===== config.mk =====
export PLATFORM = sky130hd
export DESIGN_NAME = rtcca_top
export DESIGN_NICKNAME = d
export VERILOG_FILES = /design/src/hw/rtcca_pkg.sv /design/src/hw/rtcca_top.sv
export VERILOG_INCLUDE_DIRS = /design/src /design/src/hw
export SDC_FILE = /design/constraint.sdc
export NUM_CORES = 1
export LEC_CHECK = 0
export ABC_AREA = 1
export BUFFER_PORTS_ARGS = -buffer_cell sky130_fd_sc_hd__buf_2
export CORE_AREA = 2 2 250 129
export DETAILED_ROUTE_END_ITERATION = 8
export DIE_AREA = 0 0 252 131
export MAX_ROUTING_LAYER = met4
export PLACE_DENSITY_LB_ADDON = 0.05
export RECOVER_POWER = 100
export SLEW_MARGIN = 40
export SYNTH_ARGS = -nofsm -noshare
export SYNTH_HDL_FRONTEND = slang
export SYNTH_SLANG_ARGS = --single-unit

===== constraint.sdc =====
create_clock -name mclk -period 2.7 [get_ports mclk]
set_clock_uncertainty 0.2 [all_clocks]
set_input_delay 0.54 -clock mclk [delete_from_list [all_inputs] [get_ports mclk]]
set_output_delay 0.54 -clock mclk [all_outputs]
set_load 0.01 [all_outputs]

===== src/hw/rtcca_regs.svh =====
// register offsets, field positions, reset values and timing counts of the clock calendar unit
`ifndef RTCCA_REGS_SVH
`define RTCCA_REGS_SVH

`define RTCCA_OFS_CONTROL      12'h200
`define RTCCA_OFS_ALARM_CTL    12'h210
`define RTCCA_OFS_TIME         12'h220
`define RTCCA_OFS_DATE         12'h230
`define RTCCA_OFS_ALARM_TIME   12'h240
`define RTCCA_OFS_ALARM_DATE   12'h250

`define RTCCA_ALIAS_WRITE      2'h0
`define RTCCA_ALIAS_CLEAR      2'h1
`define RTCCA_ALIAS_SET        2'h2
`define RTCCA_ALIAS_INVERT     2'h3

`define RTCCA_CTL_CAL_LSB      16
`define RTCCA_CTL_CAL_MSB      25
`define RTCCA_CTL_ON           15
`define RTCCA_CTL_STOP_IN_IDLE         13
`define RTCCA_CTL_OUT_SEL      7
`define RTCCA_CTL_CLK_RUN      6
`define RTCCA_CTL_WREN         3
`define RTCCA_CTL_RD_SYNC      2
`define RTCCA_CTL_HALF_SEC     1
`define RTCCA_CTL_OUT_EN       0

`define RTCCA_ALM_EN           15
`define RTCCA_ALM_CHIME        14
`define RTCCA_ALM_PIV          13
`define RTCCA_ALM_SYNC         12
`define RTCCA_ALM_MASK_LSB     8
`define RTCCA_ALM_MASK_MSB     11
`define RTCCA_ALM_RPT_LSB      0
`define RTCCA_ALM_RPT_MSB      7

`define RTCCA_TIME_WMASK       32'h3F7F7F00
`define RTCCA_DATE_WMASK       32'hFF1F3F07
`define RTCCA_CONTROL_RESET    32'h00000000
`define RTCCA_ALARM_RESET      32'h00000000

`define RTCCA_XTAL_HZ          32768
`define RTCCA_SYNC_WINDOW      32

`endif


===== src/hw/rtcca_pkg.sv =====
// types shared by the clock calendar unit
package rtcca_pkg;

    typedef struct packed {
        logic [1:0] hr10;
        logic [3:0] hr01;
        logic [2:0] min10;
        logic [3:0] min01;
        logic [2:0] sec10;
        logic [3:0] sec01;
    } rtcca_time_s;

    typedef struct packed {
        logic [3:0] yr10;
        logic [3:0] yr01;
        logic       mon10;
        logic [3:0] mon01;
        logic [1:0] day10;
        logic [3:0] day01;
        logic [2:0] wday;
    } rtcca_date_s;

    typedef enum logic [3:0] {
        RTCCA_AM_HALF_SEC = 4'h0,
        RTCCA_AM_SECOND   = 4'h1,
        RTCCA_AM_TEN_SEC  = 4'h2,
        RTCCA_AM_MINUTE   = 4'h3,
        RTCCA_AM_TEN_MIN  = 4'h4,
        RTCCA_AM_HOUR     = 4'h5,
        RTCCA_AM_DAY      = 4'h6,
        RTCCA_AM_WEEK     = 4'h7,
        RTCCA_AM_MONTH    = 4'h8,
        RTCCA_AM_YEAR     = 4'h9
    } rtcca_amask_e;

endpackage : rtcca_pkg


===== src/hw/rtcca_top.sv =====
// clock calendar unit: bcd time and date, calibration, masked alarm, output pin
//
// Contract
// - seconds advance once per 32768 crystal edges before calibration.
// - 24-hour time; hours wrap 23 to 00 and advance the date.
// - half-second flag reads 1 in second half of each second.
// - calendar 2000-2099 with leap years giving February 29 days.
// - all time, date and alarm values held as bcd tens and units.
// - alarm interval from half second up to once a year.
// - alarm repeat counter decrements by one on each alarm event, except an event at zero with chime off.
// - chime repeats the alarm indefinitely.
// - signed 10-bit calibration adds or removes crystal pulses once a minute.
// - clear, set, invert aliases at register address plus 0x4, 0x8, 0xC.
// - module enable bit writable only while value write enable is 1.
// - value write enable can be set only during the unlock sequence.
// - stop-in-idle cuts the bus interface while the device idles.
// - output select routes seconds clock (1) or alarm pulse (0) to pin.
// - pin output active only while output enable bit is 1.
// - clock running status reads 1 while the clock runs.
// - half-second flag read-only, cleared by a write of the seconds fields.
// - control, alarm control, time, alarm time and alarm date reset to zero; date resets to 2000-01-01.
// - 4-bit alarm mask codes 0000..1001 select the interval, rest reserved.
// - repeat counter wraps 0x00 to 0xFF only with chime, else stops.
// - alarm enable clears on event with counter zero and chime off.
// - time and date writes blocked while value write enable is 0.
//
// Our own choice: the address-and-strobe port.
`timescale 1ns/10ps
`include "rtcca_regs.svh"

module rtcca_top
    import rtcca_pkg::*;
#(
    parameter int XTAL_CYCLES = `RTCCA_XTAL_HZ
)(
    // clock and reset
    input  wire logic        mclk,
    input  wire logic        rst_b,
    // crystal clock, sampled as a level
    input  wire logic        xtal_clk,
    // device state
    input  wire logic        unlock_active,
    input  wire logic        idle_mode,
    // register port
    input  wire logic [11:0] bus_addr,
    input  wire logic [31:0] bus_wdata,
    input  wire logic        bus_wr,
    input  wire logic        bus_rd,
    output logic      [31:0] bus_rdata,
    // output pin
    output logic             rtc_pin_out,
    output logic             rtc_pin_oe
);

    localparam logic signed [16:0] PRESC_TOP  = 17'(XTAL_CYCLES - 1);
    localparam logic signed [16:0] PRESC_HALF = 17'(XTAL_CYCLES / 2 - 1);
    localparam logic signed [16:0] SYNC_EDGE  = 17'(XTAL_CYCLES - `RTCCA_SYNC_WINDOW);

    if (XTAL_CYCLES < 4 * `RTCCA_SYNC_WINDOW || XTAL_CYCLES > 65536 || XTAL_CYCLES % 2 != 0)
    begin : g_bad_xtal
        $error("XTAL_CYCLES must be even and within 128..65536");
    end

    // control state
    logic [9:0]   cal;
    logic         mod_on;
    logic         stop_in_idle;
    logic         out_sel;
    logic         clk_run;
    logic         wren;
    logic         out_en;
    logic         alm_en;
    logic         chime;
    logic         pulse;
    logic [3:0]   amask;
    logic [7:0]   rpt;
    rtcca_time_s  tm;
    rtcca_date_s  dt;
    rtcca_time_s  atm;
    rtcca_date_s  adt;
    logic signed [16:0] presc;
    logic         xtal_q;
    logic         sec_tick_d;
    logic         half_tick_d;

    // bus decode; the whole interface is dead while idling with stop-in-idle set
    logic         bus_live;
    logic [1:0]   op;
    logic [11:0]  base;
    logic         wr_ctl;
    logic         wr_alm;
    logic         wr_tm;
    logic         wr_dt;
    logic         wr_atm;
    logic         wr_adt;

    assign bus_live = !(stop_in_idle && idle_mode);
    assign op       = bus_addr[3:2];
    assign base     = {bus_addr[11:4], 4'h0};
    assign wr_ctl   = bus_live && bus_wr && base == `RTCCA_OFS_CONTROL;
    assign wr_alm   = bus_live && bus_wr && base == `RTCCA_OFS_ALARM_CTL;
    assign wr_tm    = bus_live && bus_wr && base == `RTCCA_OFS_TIME && wren;
    assign wr_dt    = bus_live && bus_wr && base == `RTCCA_OFS_DATE && wren;
    assign wr_atm   = bus_live && bus_wr && base == `RTCCA_OFS_ALARM_TIME;
    assign wr_adt   = bus_live && bus_wr && base == `RTCCA_OFS_ALARM_DATE;

    function automatic logic [31:0] alias_apply(input logic [31:0] old, input logic [31:0] wd,
                                                input logic [1:0] kind);
        logic [31:0] r;
        r = wd;
        unique case (kind)
            `RTCCA_ALIAS_WRITE:  r = wd;
            `RTCCA_ALIAS_CLEAR:  r = old & ~wd;
            `RTCCA_ALIAS_SET:    r = old | wd;
            `RTCCA_ALIAS_INVERT: r = old ^ wd;
        endcase
        return r;
    endfunction : alias_apply

    function automatic logic [31:0] time_word(input rtcca_time_s t);
        return {2'h0, t.hr10, t.hr01, 1'h0, t.min10, t.min01, 1'h0, t.sec10, t.sec01, 8'h00};
    endfunction : time_word

    function automatic rtcca_time_s word_time(input logic [31:0] w);
        rtcca_time_s t;
        t = {w[29:28], w[27:24], w[22:20], w[19:16], w[14:12], w[11:8]};
        return t;
    endfunction : word_time

    function automatic logic [31:0] date_word(input rtcca_date_s d);
        return {d.yr10, d.yr01, 3'h0, d.mon10, d.mon01, 2'h0, d.day10, d.day01, 5'h00, d.wday};
    endfunction : date_word

    function automatic rtcca_date_s word_date(input logic [31:0] w);
        rtcca_date_s d;
        d = {w[31:28], w[27:24], w[20], w[19:16], w[13:12], w[11:8], w[2:0]};
        return d;
    endfunction : word_date

    // last day of the month in bcd; year%4 from bcd digits, 2000 counts as leap
    function automatic logic [7:0] last_day(input rtcca_date_s d);
        logic leap;
        logic [7:0] m;
        leap = d.yr10[0] ? (d.yr01 == 4'h2 || d.yr01 == 4'h6)
                         : (d.yr01 == 4'h0 || d.yr01 == 4'h4 || d.yr01 == 4'h8);
        m = {3'h0, d.mon10, d.mon01};
        if (m == 8'h02)
            return leap ? 8'h29 : 8'h28;
        else if (m == 8'h04 || m == 8'h06 || m == 8'h09 || m == 8'h11)
            return 8'h30;
        else
            return 8'h31;
    endfunction : last_day

    // crystal edge and prescaler
    logic xtal_edge;
    logic sec_tick;
    logic half_tick;
    logic min_wrap;
    logic day_wrap;
    logic half_flag;
    logic [7:0] dt_last;

    assign dt_last   = last_day(dt);
    assign xtal_edge = xtal_clk && !xtal_q && mod_on;
    assign sec_tick  = xtal_edge && presc == PRESC_TOP;
    assign half_tick = xtal_edge && presc == PRESC_HALF;
    assign min_wrap  = sec_tick && tm.sec10 == 3'h5 && tm.sec01 == 4'h9;
    assign day_wrap  = min_wrap && tm.min10 == 3'h5 && tm.min01 == 4'h9
                       && tm.hr10 == 2'h2 && tm.hr01 == 4'h3;
    assign half_flag = !presc[16] && presc > PRESC_HALF;

    always_ff @(posedge mclk or negedge rst_b)
    begin
        if (!rst_b)
            xtal_q <= 1'b0;
        else
            xtal_q <= xtal_clk;
    end

    // the minute's first second starts offset by the calibration value
    always_ff @(posedge mclk or negedge rst_b)
    begin
        if (!rst_b)
            presc <= 17'sh00000;
        else if (wr_tm)
            presc <= 17'sh00000;
        else if (sec_tick)
            presc <= min_wrap ? 17'(signed'(cal)) : 17'sh00000;
        else if (xtal_edge)
            presc <= presc + 17'sh00001;
    end

    // time of day
    always_ff @(posedge mclk or negedge rst_b)
    begin
        if (!rst_b)
            tm <= '0;
        else if (wr_tm)
            tm <= word_time(alias_apply(time_word(tm), bus_wdata, op) & `RTCCA_TIME_WMASK);
        else if (sec_tick)
        begin
            if (tm.sec01 != 4'h9)
                tm.sec01 <= tm.sec01 + 4'h1;
            else
            begin
                tm.sec01 <= 4'h0;
                tm.sec10 <= (tm.sec10 == 3'h5) ? 3'h0 : tm.sec10 + 3'h1;
            end
            if (min_wrap)
            begin
                if (tm.min01 != 4'h9)
                    tm.min01 <= tm.min01 + 4'h1;
                else
                begin
                    tm.min01 <= 4'h0;
                    tm.min10 <= (tm.min10 == 3'h5) ? 3'h0 : tm.min10 + 3'h1;
                end
                if (tm.min10 == 3'h5 && tm.min01 == 4'h9)
                begin
                    if (tm.hr10 == 2'h2 && tm.hr01 == 4'h3)
                    begin
                        tm.hr10 <= 2'h0;
                        tm.hr01 <= 4'h0;
                    end
                    else if (tm.hr01 == 4'h9)
                    begin
                        tm.hr10 <= tm.hr10 + 2'h1;
                        tm.hr01 <= 4'h0;
                    end
                    else
                        tm.hr01 <= tm.hr01 + 4'h1;
                end
            end
        end
    end

    // calendar; reset gives 2000-01-01 weekday 0 so the counters start legal
    always_ff @(posedge mclk or negedge rst_b)
    begin
        if (!rst_b)
            dt <= '{yr10: 4'h0, yr01: 4'h0, mon10: 1'b0, mon01: 4'h1,
                    day10: 2'h0, day01: 4'h1, wday: 3'h0};
        else if (wr_dt)
            dt <= word_date(alias_apply(date_word(dt), bus_wdata, op) & `RTCCA_DATE_WMASK);
        else if (day_wrap)
        begin
            dt.wday <= (dt.wday == 3'h6) ? 3'h0 : dt.wday + 3'h1;
            if ({dt.day10, dt.day01} == dt_last[5:0])
            begin
                dt.day10 <= 2'h0;
                dt.day01 <= 4'h1;
                if ({dt.mon10, dt.mon01} == 5'h12)
                begin
                    dt.mon10 <= 1'b0;
                    dt.mon01 <= 4'h1;
                    if (dt.yr01 != 4'h9)
                        dt.yr01 <= dt.yr01 + 4'h1;
                    else
                    begin
                        dt.yr01 <= 4'h0;
                        dt.yr10 <= (dt.yr10 == 4'h9) ? 4'h0 : dt.yr10 + 4'h1;
                    end
                end
                else if (dt.mon01 == 4'h9)
                begin
                    dt.mon10 <= 1'b1;
                    dt.mon01 <= 4'h0;
                end
                else
                    dt.mon01 <= dt.mon01 + 4'h1;
            end
            else if (dt.day01 == 4'h9)
            begin
                dt.day10 <= dt.day10 + 2'h1;
                dt.day01 <= 4'h0;
            end
            else
                dt.day01 <= dt.day01 + 4'h1;
        end
    end

    // alarm compare, one cycle after the tick so the new time is seen
    logic match;
    logic alarm_evt;
    logic m_s1;
    logic m_s;
    logic m_m1;
    logic m_m;
    logic m_h;
    logic m_w;
    logic m_d;
    logic m_mo;

    assign m_s1 = tm.sec01 == atm.sec01;
    assign m_s  = m_s1 && tm.sec10 == atm.sec10;
    assign m_m1 = m_s && tm.min01 == atm.min01;
    assign m_m  = m_m1 && tm.min10 == atm.min10;
    assign m_h  = m_m && tm.hr10 == atm.hr10 && tm.hr01 == atm.hr01;
    assign m_w  = m_h && dt.wday == adt.wday;
    assign m_d  = m_h && dt.day10 == adt.day10 && dt.day01 == adt.day01;
    assign m_mo = m_d && dt.mon10 == adt.mon10 && dt.mon01 == adt.mon01;

    always_comb
    begin
        match = 1'b0;
        case (amask)
            RTCCA_AM_HALF_SEC: match = half_tick_d || sec_tick_d;
            RTCCA_AM_SECOND:   match = sec_tick_d;
            RTCCA_AM_TEN_SEC:  match = sec_tick_d && m_s1;
            RTCCA_AM_MINUTE:   match = sec_tick_d && m_s;
            RTCCA_AM_TEN_MIN:  match = sec_tick_d && m_m1;
            RTCCA_AM_HOUR:     match = sec_tick_d && m_m;
            RTCCA_AM_DAY:      match = sec_tick_d && m_h;
            RTCCA_AM_WEEK:     match = sec_tick_d && m_w;
            RTCCA_AM_MONTH:    match = sec_tick_d && m_d;
            RTCCA_AM_YEAR:     match = sec_tick_d && m_mo;
            default:           match = 1'b0;
        endcase
    end

    assign alarm_evt = match && alm_en && mod_on;

    always_ff @(posedge mclk or negedge rst_b)
    begin
        if (!rst_b)
        begin
            sec_tick_d  <= 1'b0;
            half_tick_d <= 1'b0;
        end
        else
        begin
            sec_tick_d  <= sec_tick;
            half_tick_d <= half_tick;
        end
    end

    // alarm control and time/date registers; a software write wins over a same-cycle event
    logic [31:0] alm_word;
    logic [31:0] alm_new;
    logic [31:0] ctl_word;
    logic [31:0] ctl_new;
    logic        rd_sync;
    logic        alm_sync;

    assign rd_sync  = mod_on && !presc[16] && presc >= SYNC_EDGE;
    assign alm_sync = mod_on && !presc[16]
                      && (presc >= SYNC_EDGE || (presc > PRESC_HALF - 17'sh00020
                          && presc <= PRESC_HALF));
    assign alm_word = {16'h0000, alm_en, chime, pulse, alm_sync, amask, rpt};
    assign alm_new  = alias_apply(alm_word, bus_wdata, op);
    assign ctl_word = {6'h00, cal, mod_on, 1'b0, stop_in_idle, 5'h00, out_sel, clk_run, 2'h0,
                       wren, rd_sync, half_flag, out_en};
    assign ctl_new  = alias_apply(ctl_word, bus_wdata, op);

    always_ff @(posedge mclk or negedge rst_b)
    begin
        if (!rst_b)
        begin
            alm_en <= 1'b0;
            chime  <= 1'b0;
            pulse  <= 1'b0;
            amask  <= 4'h0;
            rpt    <= 8'h00;
        end
        else if (wr_alm)
        begin
            alm_en <= alm_new[`RTCCA_ALM_EN];
            chime  <= alm_new[`RTCCA_ALM_CHIME];
            amask  <= alm_new[`RTCCA_ALM_MASK_MSB:`RTCCA_ALM_MASK_LSB];
            rpt    <= alm_new[`RTCCA_ALM_RPT_MSB:`RTCCA_ALM_RPT_LSB];
            if (!alm_en)
                pulse <= alm_new[`RTCCA_ALM_PIV];
        end
        else if (alarm_evt)
        begin
            pulse <= !pulse;
            if (rpt != 8'h00 || chime)
                rpt <= rpt - 8'h01;
            else
                alm_en <= 1'b0;
        end
    end

    always_ff @(posedge mclk or negedge rst_b)
    begin
        if (!rst_b)
        begin
            atm <= '0;
            adt <= '0;
        end
        else
        begin
            if (wr_atm)
                atm <= word_time(alias_apply(time_word(atm), bus_wdata, op)
                                 & `RTCCA_TIME_WMASK);
            if (wr_adt)
                adt <= word_date(alias_apply(date_word(adt), bus_wdata, op)
                                 & `RTCCA_DATE_WMASK);
        end
    end

    // control register
    always_ff @(posedge mclk or negedge rst_b)
    begin
        if (!rst_b)
        begin
            cal     <= 10'h000;
            mod_on  <= 1'b0;
            stop_in_idle    <= 1'b0;
            out_sel <= 1'b0;
            wren    <= 1'b0;
            out_en  <= 1'b0;
        end
        else if (wr_ctl)
        begin
            cal     <= ctl_new[`RTCCA_CTL_CAL_MSB:`RTCCA_CTL_CAL_LSB];
            stop_in_idle    <= ctl_new[`RTCCA_CTL_STOP_IN_IDLE];
            out_sel <= ctl_new[`RTCCA_CTL_OUT_SEL];
            out_en  <= ctl_new[`RTCCA_CTL_OUT_EN];
            wren    <= ctl_new[`RTCCA_CTL_WREN] && (wren || unlock_active);
            if (wren)
                mod_on <= ctl_new[`RTCCA_CTL_ON];
        end
    end

    // running status sets on a crystal edge while enabled and clears only when disabled
    always_ff @(posedge mclk or negedge rst_b)
    begin
        if (!rst_b)
            clk_run <= 1'b0;
        else if (!mod_on)
            clk_run <= 1'b0;
        else if (xtal_edge)
            clk_run <= 1'b1;
    end

    // read data one cycle later; aliases read back the base register
    always_ff @(posedge mclk or negedge rst_b)
    begin
        if (!rst_b)
            bus_rdata <= 32'h00000000;
        else if (bus_rd && bus_live)
        begin
            unique case (base)
                `RTCCA_OFS_CONTROL:    bus_rdata <= ctl_word;
                `RTCCA_OFS_ALARM_CTL:  bus_rdata <= alm_word;
                `RTCCA_OFS_TIME:       bus_rdata <= time_word(tm);
                `RTCCA_OFS_DATE:       bus_rdata <= date_word(dt);
                `RTCCA_OFS_ALARM_TIME: bus_rdata <= time_word(atm);
                `RTCCA_OFS_ALARM_DATE: bus_rdata <= date_word(adt);
                default:               bus_rdata <= 32'h00000000;
            endcase
        end
        else
            bus_rdata <= 32'h00000000;
    end

    // pin: seconds clock is the half-second phase, a 1 Hz square wave
    always_ff @(posedge mclk or negedge rst_b)
    begin
        if (!rst_b)
        begin
            rtc_pin_out <= 1'b0;
            rtc_pin_oe  <= 1'b0;
        end
        else
        begin
            rtc_pin_out <= out_en && (out_sel ? half_flag : pulse);
            rtc_pin_oe  <= out_en && mod_on;
        end
    end

endmodule : rtcca_top


# Yosys cells after proc, flatten, opt, wreduce, memory -nomap -nowiden
# Index checks and enable logic that the tools add are counted.
dict set report totals {
  wordCells 295
  in_bits 51
  ramBits 0
  mem_bits_ro 0
  latchBits 0
  register_bits 169
  n_memories 0
}
dict set report classes {
  magnitude_cmp 4
  n_reduce_logical 95
  add_sub_neg 14
  muxes 56
  eq_ne 62
  bitwise 19
  n_mul 0
  shift 0
  div 0
}
# op count
set ops {}
lappend ops {{32-bit one-hot mux with 4 select lines} 2}
lappend ops {{30-bit one-hot mux with 4 select lines} 2}
lappend ops {{32-bit one-hot mux with 6 select lines} 1}
lappend ops {{26-bit one-hot mux with 4 select lines} 1}
lappend ops {{17-bit 2-to-1 mux} 4}
lappend ops {{32-bit AND} 2}
lappend ops {{32-bit OR} 2}
lappend ops {{16-bit one-hot mux with 4 select lines} 1}
lappend ops {{32-bit bitwise XOR} 2}
lappend ops {{30-bit AND} 2}
lappend ops {{30-bit OR} 2}
lappend ops {{30-bit bitwise XOR} 2}
lappend ops {{1-bit logical AND} 51}
lappend ops {{8-bit by 6-bit == test with 1-bit output, second input constant} 6}
lappend ops {{22-bit 2-to-1 mux} 2}
lappend ops {{20-bit 2-to-1 mux} 2}
lappend ops {{4-bit == test, second input constant} 9}
lappend ops {{17-bit by 15-bit > comparator with 1-bit output, second input constant} 2}
lappend ops {{32-bit 2-to-1 mux} 1}
lappend ops {{4-bit 2-to-1 mux} 8}
lappend ops {{8-bit 2-to-1 mux} 4}
lappend ops {{32-bit NOT} 1}
lappend ops {{4-bit by 1-bit adder with 4-bit output, second input constant} 7}
lappend ops {{26-bit AND} 1}
lappend ops {{other kinds (48)} 133}

# Longest topological paths before layout
dict set report depth {
  ltp_word 16
  depth_mapped 24
  depth_no_buf 24
}

# Worst setup path after synthesis
# No wires, ideal clock.
dict set report synth_timing {
  kind {input -> register}
  from {in bus_addr[8]}
  to {reg dt[8] (netlist name)}
  t_arrival_ps 2165
  stages 11
  path_buffers 0
  slack_ps 210
  cell_sequence {nor4_4 -> inv_2 -> nor4_4 -> inv_2 -> nor3_2 -> inv_2 -> nand2_4 -> nor2_1 -> inv_1 -> nand2_2 -> mux2_4}
}
dict set report synth_via {
  elab_chain_len 5
  word_cells_on_any_way 7
}
# element line_no
set synth_rtl {}
lappend synth_rtl {{from (decl)} rtcca_top.sv:45} ;# input wire logic [11:0] bus_addr,
lappend synth_rtl {{8-bit by 6-bit == test with 1-bit output (*)} n/a}
lappend synth_rtl {{1-bit logical AND (no source line) (*)} n/a}
lappend synth_rtl {{1-bit logical AND (*)} rtcca_top.sv:103} ;# assign wr_dt = bus_live && bus_wr && base == `RTCCA_OFS_DATE && wren;
lappend synth_rtl {{3-bit nonzero test (no source line) or 2-bit nonzero test (tied branches)} n/a}
lappend synth_rtl {{2-bit AND reduction (no source line)} n/a}
lappend synth_rtl {{to (signal assigned)} rtcca_top.sv:242} ;# dt <= '{yr10: 4'h0, yr01: 4'h0, mon10: 1'b0, mon01: 4'h1,
lappend synth_rtl {{to (signal assigned)} rtcca_top.sv:245} ;# dt <= word_date(alias_apply(date_word(dt), bus_wdata, op) & `RTCCA_DATE_WMASK);
lappend synth_rtl {{to (decl)} rtcca_top.sv:78} ;# rtcca_date_s dt;
# Every way passes the cells marked *; elsewhere a longest branch is shown, timed or not.
# A chain may end at the register's enable or synchronous reset.

# Worst setup path after layout
dict set report layout_timing {
  from {reg presc[0]}
  to {reg presc[13]}
}
dict set report layout_via {
  elab_chain_len 7
  word_cells_on_any_way 10
}
# element line_no
set layout_rtl {}
lappend layout_rtl {{from (decl)} rtcca_top.sv:81} ;# logic signed [16:0] presc;
lappend layout_rtl {{from (signal assigned)} rtcca_top.sv:189} ;# presc <= min_wrap ? 17'(signed'(cal)) : 17'sh00000;
lappend layout_rtl {{from (signal assigned)} rtcca_top.sv:191} ;# presc <= presc + 17'sh00001;
lappend layout_rtl {{17-bit by 16-bit == test with 1-bit output (*)} rtcca_top.sv:166} ;# assign sec_tick = xtal_edge && presc == PRESC_TOP;
lappend layout_rtl {{1-bit logical AND (*)} rtcca_top.sv:166}
lappend layout_rtl {{net sec_tick} rtcca_top.sv:157} ;# logic sec_tick;
lappend layout_rtl {{1-bit logical AND (2 in a row)} rtcca_top.sv:168} ;# assign min_wrap = sec_tick && tm.sec10 == 3'h5 && tm.sec01 == 4'h9;
lappend layout_rtl {{17-bit 2-to-1 mux} rtcca_top.sv:189}
lappend layout_rtl {{17-bit 2-to-1 mux} rtcca_top.sv:188} ;# else if (sec_tick)
lappend layout_rtl {{17-bit 2-to-1 mux} rtcca_top.sv:186} ;# else if (wr_tm)
# Mark *: on every way through the listed nets, which the timed path passes. The rest lies on a longest branch. The select of a mux whose other input is x is not followed.

==> impl_metrics.tcl <==
set metrics [dict create \
    status "finished, violations left" \
    violations "max-capacitance violations, max-slew violations, negative setup slack" \
    drive_above_1_share 0.163 \
    cell_internal_pwr_mw 5.01 \
    critPathKind "reg -> reg" \
    critical_path.max_fanout 10 \
    io_buffers 82 \
    post-route-period-util 1.02 \
    gr-total-overflow 0 \
    slowest_delay_ns 0.38 \
    cts_tree "done" \
    crit_path_start_kind "flip-flop" \
    die_area_mm2 0.0330 \
    cp_common_cell "nor2_4" \
    setup_tns_ns -0.176 \
    dr.pass1.iters 5 \
    synth_cell_types 55 \
    slew_headroom -0.00819 \
    synth_warnings 0 \
    dp_hpwl_um 38700 \
    cp_cell_sequence "ha_2 > nand2_2 > nor2_4 > inv_2 > nor2_4 > nand2_4 > nor2_4 > nand2_1 > clkbuf_2 > inv_1 > nor3_1 > o21ai_0 > nand2_1" \
    wl_um 52100 \
    setup_violations 7 \
    track_usage 0.330 \
    drc_errors 0 \
    worstMarginPinSlew_ns 1.51 \
    crit_required_ns 2.85 \
    synth_seq_area_share 0.291 \
    wl_per_cell_um 20.3 \
    area_growth_pct 20.5 \
    syn_nets 2205 \
    final_common_cell "nand2_1" \
    core_mm2 0.0310 \
    num_io_pins 85 \
    rsz0062_at_grt "yes" \
    cap_violations 1 \
    syn_area_mm2 0.0145 \
    h-tree-depth 4 \
    drtIter0Drc 1312 \
    fin_util 0.566 \
    crit_path_end_kind "flip-flop" \
    ant_nets 0 \
    arrival_ns 2.91 \
    drv_slew 51 \
    whs_ns 0.160 \
    p_comb_frac 0.247 \
    start_util 0.469 \
    grt_antenna_before_repair 0 \
    layout_common_cells "nand2_1, inv_1, ha_1" \
    p_per_area_mw_per_mm2 434 \
    cp.buffers_inverters 3 \
    ys_ff_latch 169 \
    cts_buffer_depth 2 \
    startpoint "presc[0]" \
    synth-main-ff-cell "dfrtp_1" \
    seq_power_share 0.397 \
    syn_inst 1921 \
    min_path_type "in -> reg" \
    power.switching_mw 2.58 \
    num_rows 46 \
    grt_pass1_wl_um 79300 \
    irDropWorstVdd_mv 0.442 \
    final_hold_viol_count 0 \
    grt_max_degree 53 \
    p_leak_nw 8.54 \
    hp-start "unlock_active" \
    clkTransAtPathRegs_ns 0.07 \
    grt_pass1_vias 13236 \
    clk_latency_ns 0.46 \
    cts_buffers 17 \
    setup_slack_ns -0.0558 \
    r2r_start "presc[0]" \
    timing.fmax_mhz 363 \
    die_x_um 252 \
    nets 2424 \
    syn_area_per_cell_um2 7.57 \
    async_reset_ff_frac 1.00 \
    synth_edf_count 0 \
    critPathSlowestCell "dfrtp_1" \
    cpLargestDelayFamily "simple AND/OR/NAND/NOR gates" \
    cts_root_buf "clkbuf_16" \
    place_area_mm2 0.0168 \
    cts_sinks 169 \
    clkPwrFrac 0.355 \
    die_y_um 131 \
    routabilityCongestion 0.971 \
    final.min_clock_period_ns 2.76 \
    vias_per_cell 5.69 \
    dr_total_vias 14573 \
    fin_area_mm2 0.0175 \
    switching_share 0.340 \
]
cells in the mapped netlist, types with 2 or more instances:
| cell | number | area share |
|---|---|---|
| nand2_1 | 468 | 0.12 |
| ha_1 | 233 | 0.20 |
| inv_1 | 232 | 0.060 |
| dfrtp_1 | 167 | 0.29 |
| o21ai_0 | 167 | 0.058 |
| nor2_1 | 120 | 0.031 |
| a21oi_1 | 73 | 0.025 |
| o2111ai_1 | 64 | 0.039 |
| clkbuf_1 | 51 | 0.013 |
| nand3_1 | 46 | 0.016 |
| o22ai_1 | 43 | 0.019 |
| a31oi_1 | 29 | 0.012 |
| nor3_1 | 27 | 0.0093 |
| xor2_1 | 26 | 0.016 |
| a221oi_1 | 18 | 0.011 |
| o211ai_1 | 16 | 0.0083 |
| inv_2 | 14 | 0.0036 |
| a211oi_1 | 13 | 0.0067 |
| buf_1 | 12 | 0.0031 |
| o21ai_1 | 9 | 0.0031 |
| buf_2 | 7 | 0.0024 |
| nand2_2 | 7 | 0.0030 |
| nand4_1 | 6 | 0.0026 |
| nor3_2 | 6 | 0.0041 |
| xnor2_1 | 6 | 0.0036 |
| nor2_2 | 5 | 0.0022 |
| nor2_4 | 5 | 0.0039 |
| nor4_1 | 5 | 0.0022 |
| o221ai_1 | 5 | 0.0030 |
| a2111oi_0 | 4 | 0.0024 |
| a22oi_1 | 4 | 0.0021 |
| o31ai_1 | 3 | 0.0015 |
| a221o_1 | 2 | 0.0014 |
| a22o_1 | 2 | 0.0012 |
| a41oi_1 | 2 | 0.0012 |
| dfstp_2 | 2 | 0.0036 |
| nand2_4 | 2 | 0.0015 |
| nor4_4 | 2 | 0.0029 |
| o21ai_2 | 2 | 0.0012 |
cells by family after synthesis:
group / share of synthesized area
flops: 0.291
buf+inv: 0.0832
mux: 0.00250
xor+xnor: 0.0193
fa+ha+maj: 0.201
simple gates: 0.204
compound gates: 0.200
cell type report:
type	count	area [um2]
antenna	1	2.50
clock buffer	22	474
clock inverter	10	141
fill	2930	13400
inverter	248	946
multi-input combinational	1434	9320
sequential	169	4230
tap	408	510
timing repair buffer	270	1900
metrics by stage:
step | std cells | power (mW) | worst slack (ns)
after global placement | 2521 | 4.76 | -0.0816
final | 2562 | 7.60 | -0.0558
after CTS | 2555 | 7.54 | 0.000652
after floorplan | 1921 | 4.12 | 0.210
after global routing | 2561 | 7.99 | -0.177
after detailed placement | 2521 | 4.83 | -0.0486
sequential cells by signal (all words and copies together) (netlist names), 4 cells and up:
register,cells
bus_rdata,32
adt,22
dt,22
atm,20
tm,20
presc,17
cal,10
rpt,8
amask,4
worst register-to-register path, stage by stage (launching register included):
cell and delay, ns:
dfrtp_1 0.38, ha_2 0.20, nand2_2 0.08, nor2_4 0.10, inv_2 0.06, nor2_4 0.15
nand2_4 0.08, nor2_4 0.17, nand2_1 0.15, clkbuf_2 0.34, inv_1 0.36, nor3_1 0.13
o21ai_0 0.17, nand2_1 0.06
path summary, 6_finish.rpt:
path / endpoint / slack, ns / depth (start not counted)
worst max-delay path: presc[13] / -0.06 / 13
worst min-delay path: wren / 0.16 / 3
worst max register to register: presc[13] / -0.06 / 13
worst min register to register: clk_run / 0.29 / 2
max in group asynchronous: rpt[6] / 0.34 / 3
min in group asynchronous: bus_rdata[24] / 0.76 / 2
routing by layer:
layer | global-route usage | vias to the layer above | share of wire
met5 | - | - | 0
met4 | 0.0790 | 0 | 0.015
met3 | 0.0959 | 53 | 0.12
met2 | 0.426 | 661 | 0.39
met1 | 0.492 | 6900 | 0.48
li1 | - | 6959 | -
power groups by stage:
stage / Clock (mW) / Sequential (mW) / Combinational (mW)
after global routing: 2.83 / 3.05 / 2.11
after CTS: 2.73 / 3.00 / 1.81
final: 2.70 / 3.02 / 1.88
after floorplan: 0 / 2.98 / 1.14
after global placement: 0 / 3.04 / 1.72
after detailed placement: 0 / 3.05 / 1.79
what timing repair did:
item                       4_1_cts  5_1_grt
setup endpoints to repair        7       51
pin swaps                        1       29
setup buffers                    0        7
hold buffers                     2        0
gates resized for setup          5       66
hold endpoints to repair        46        0
No activity file was read; power rests on OpenSTA's default activity.
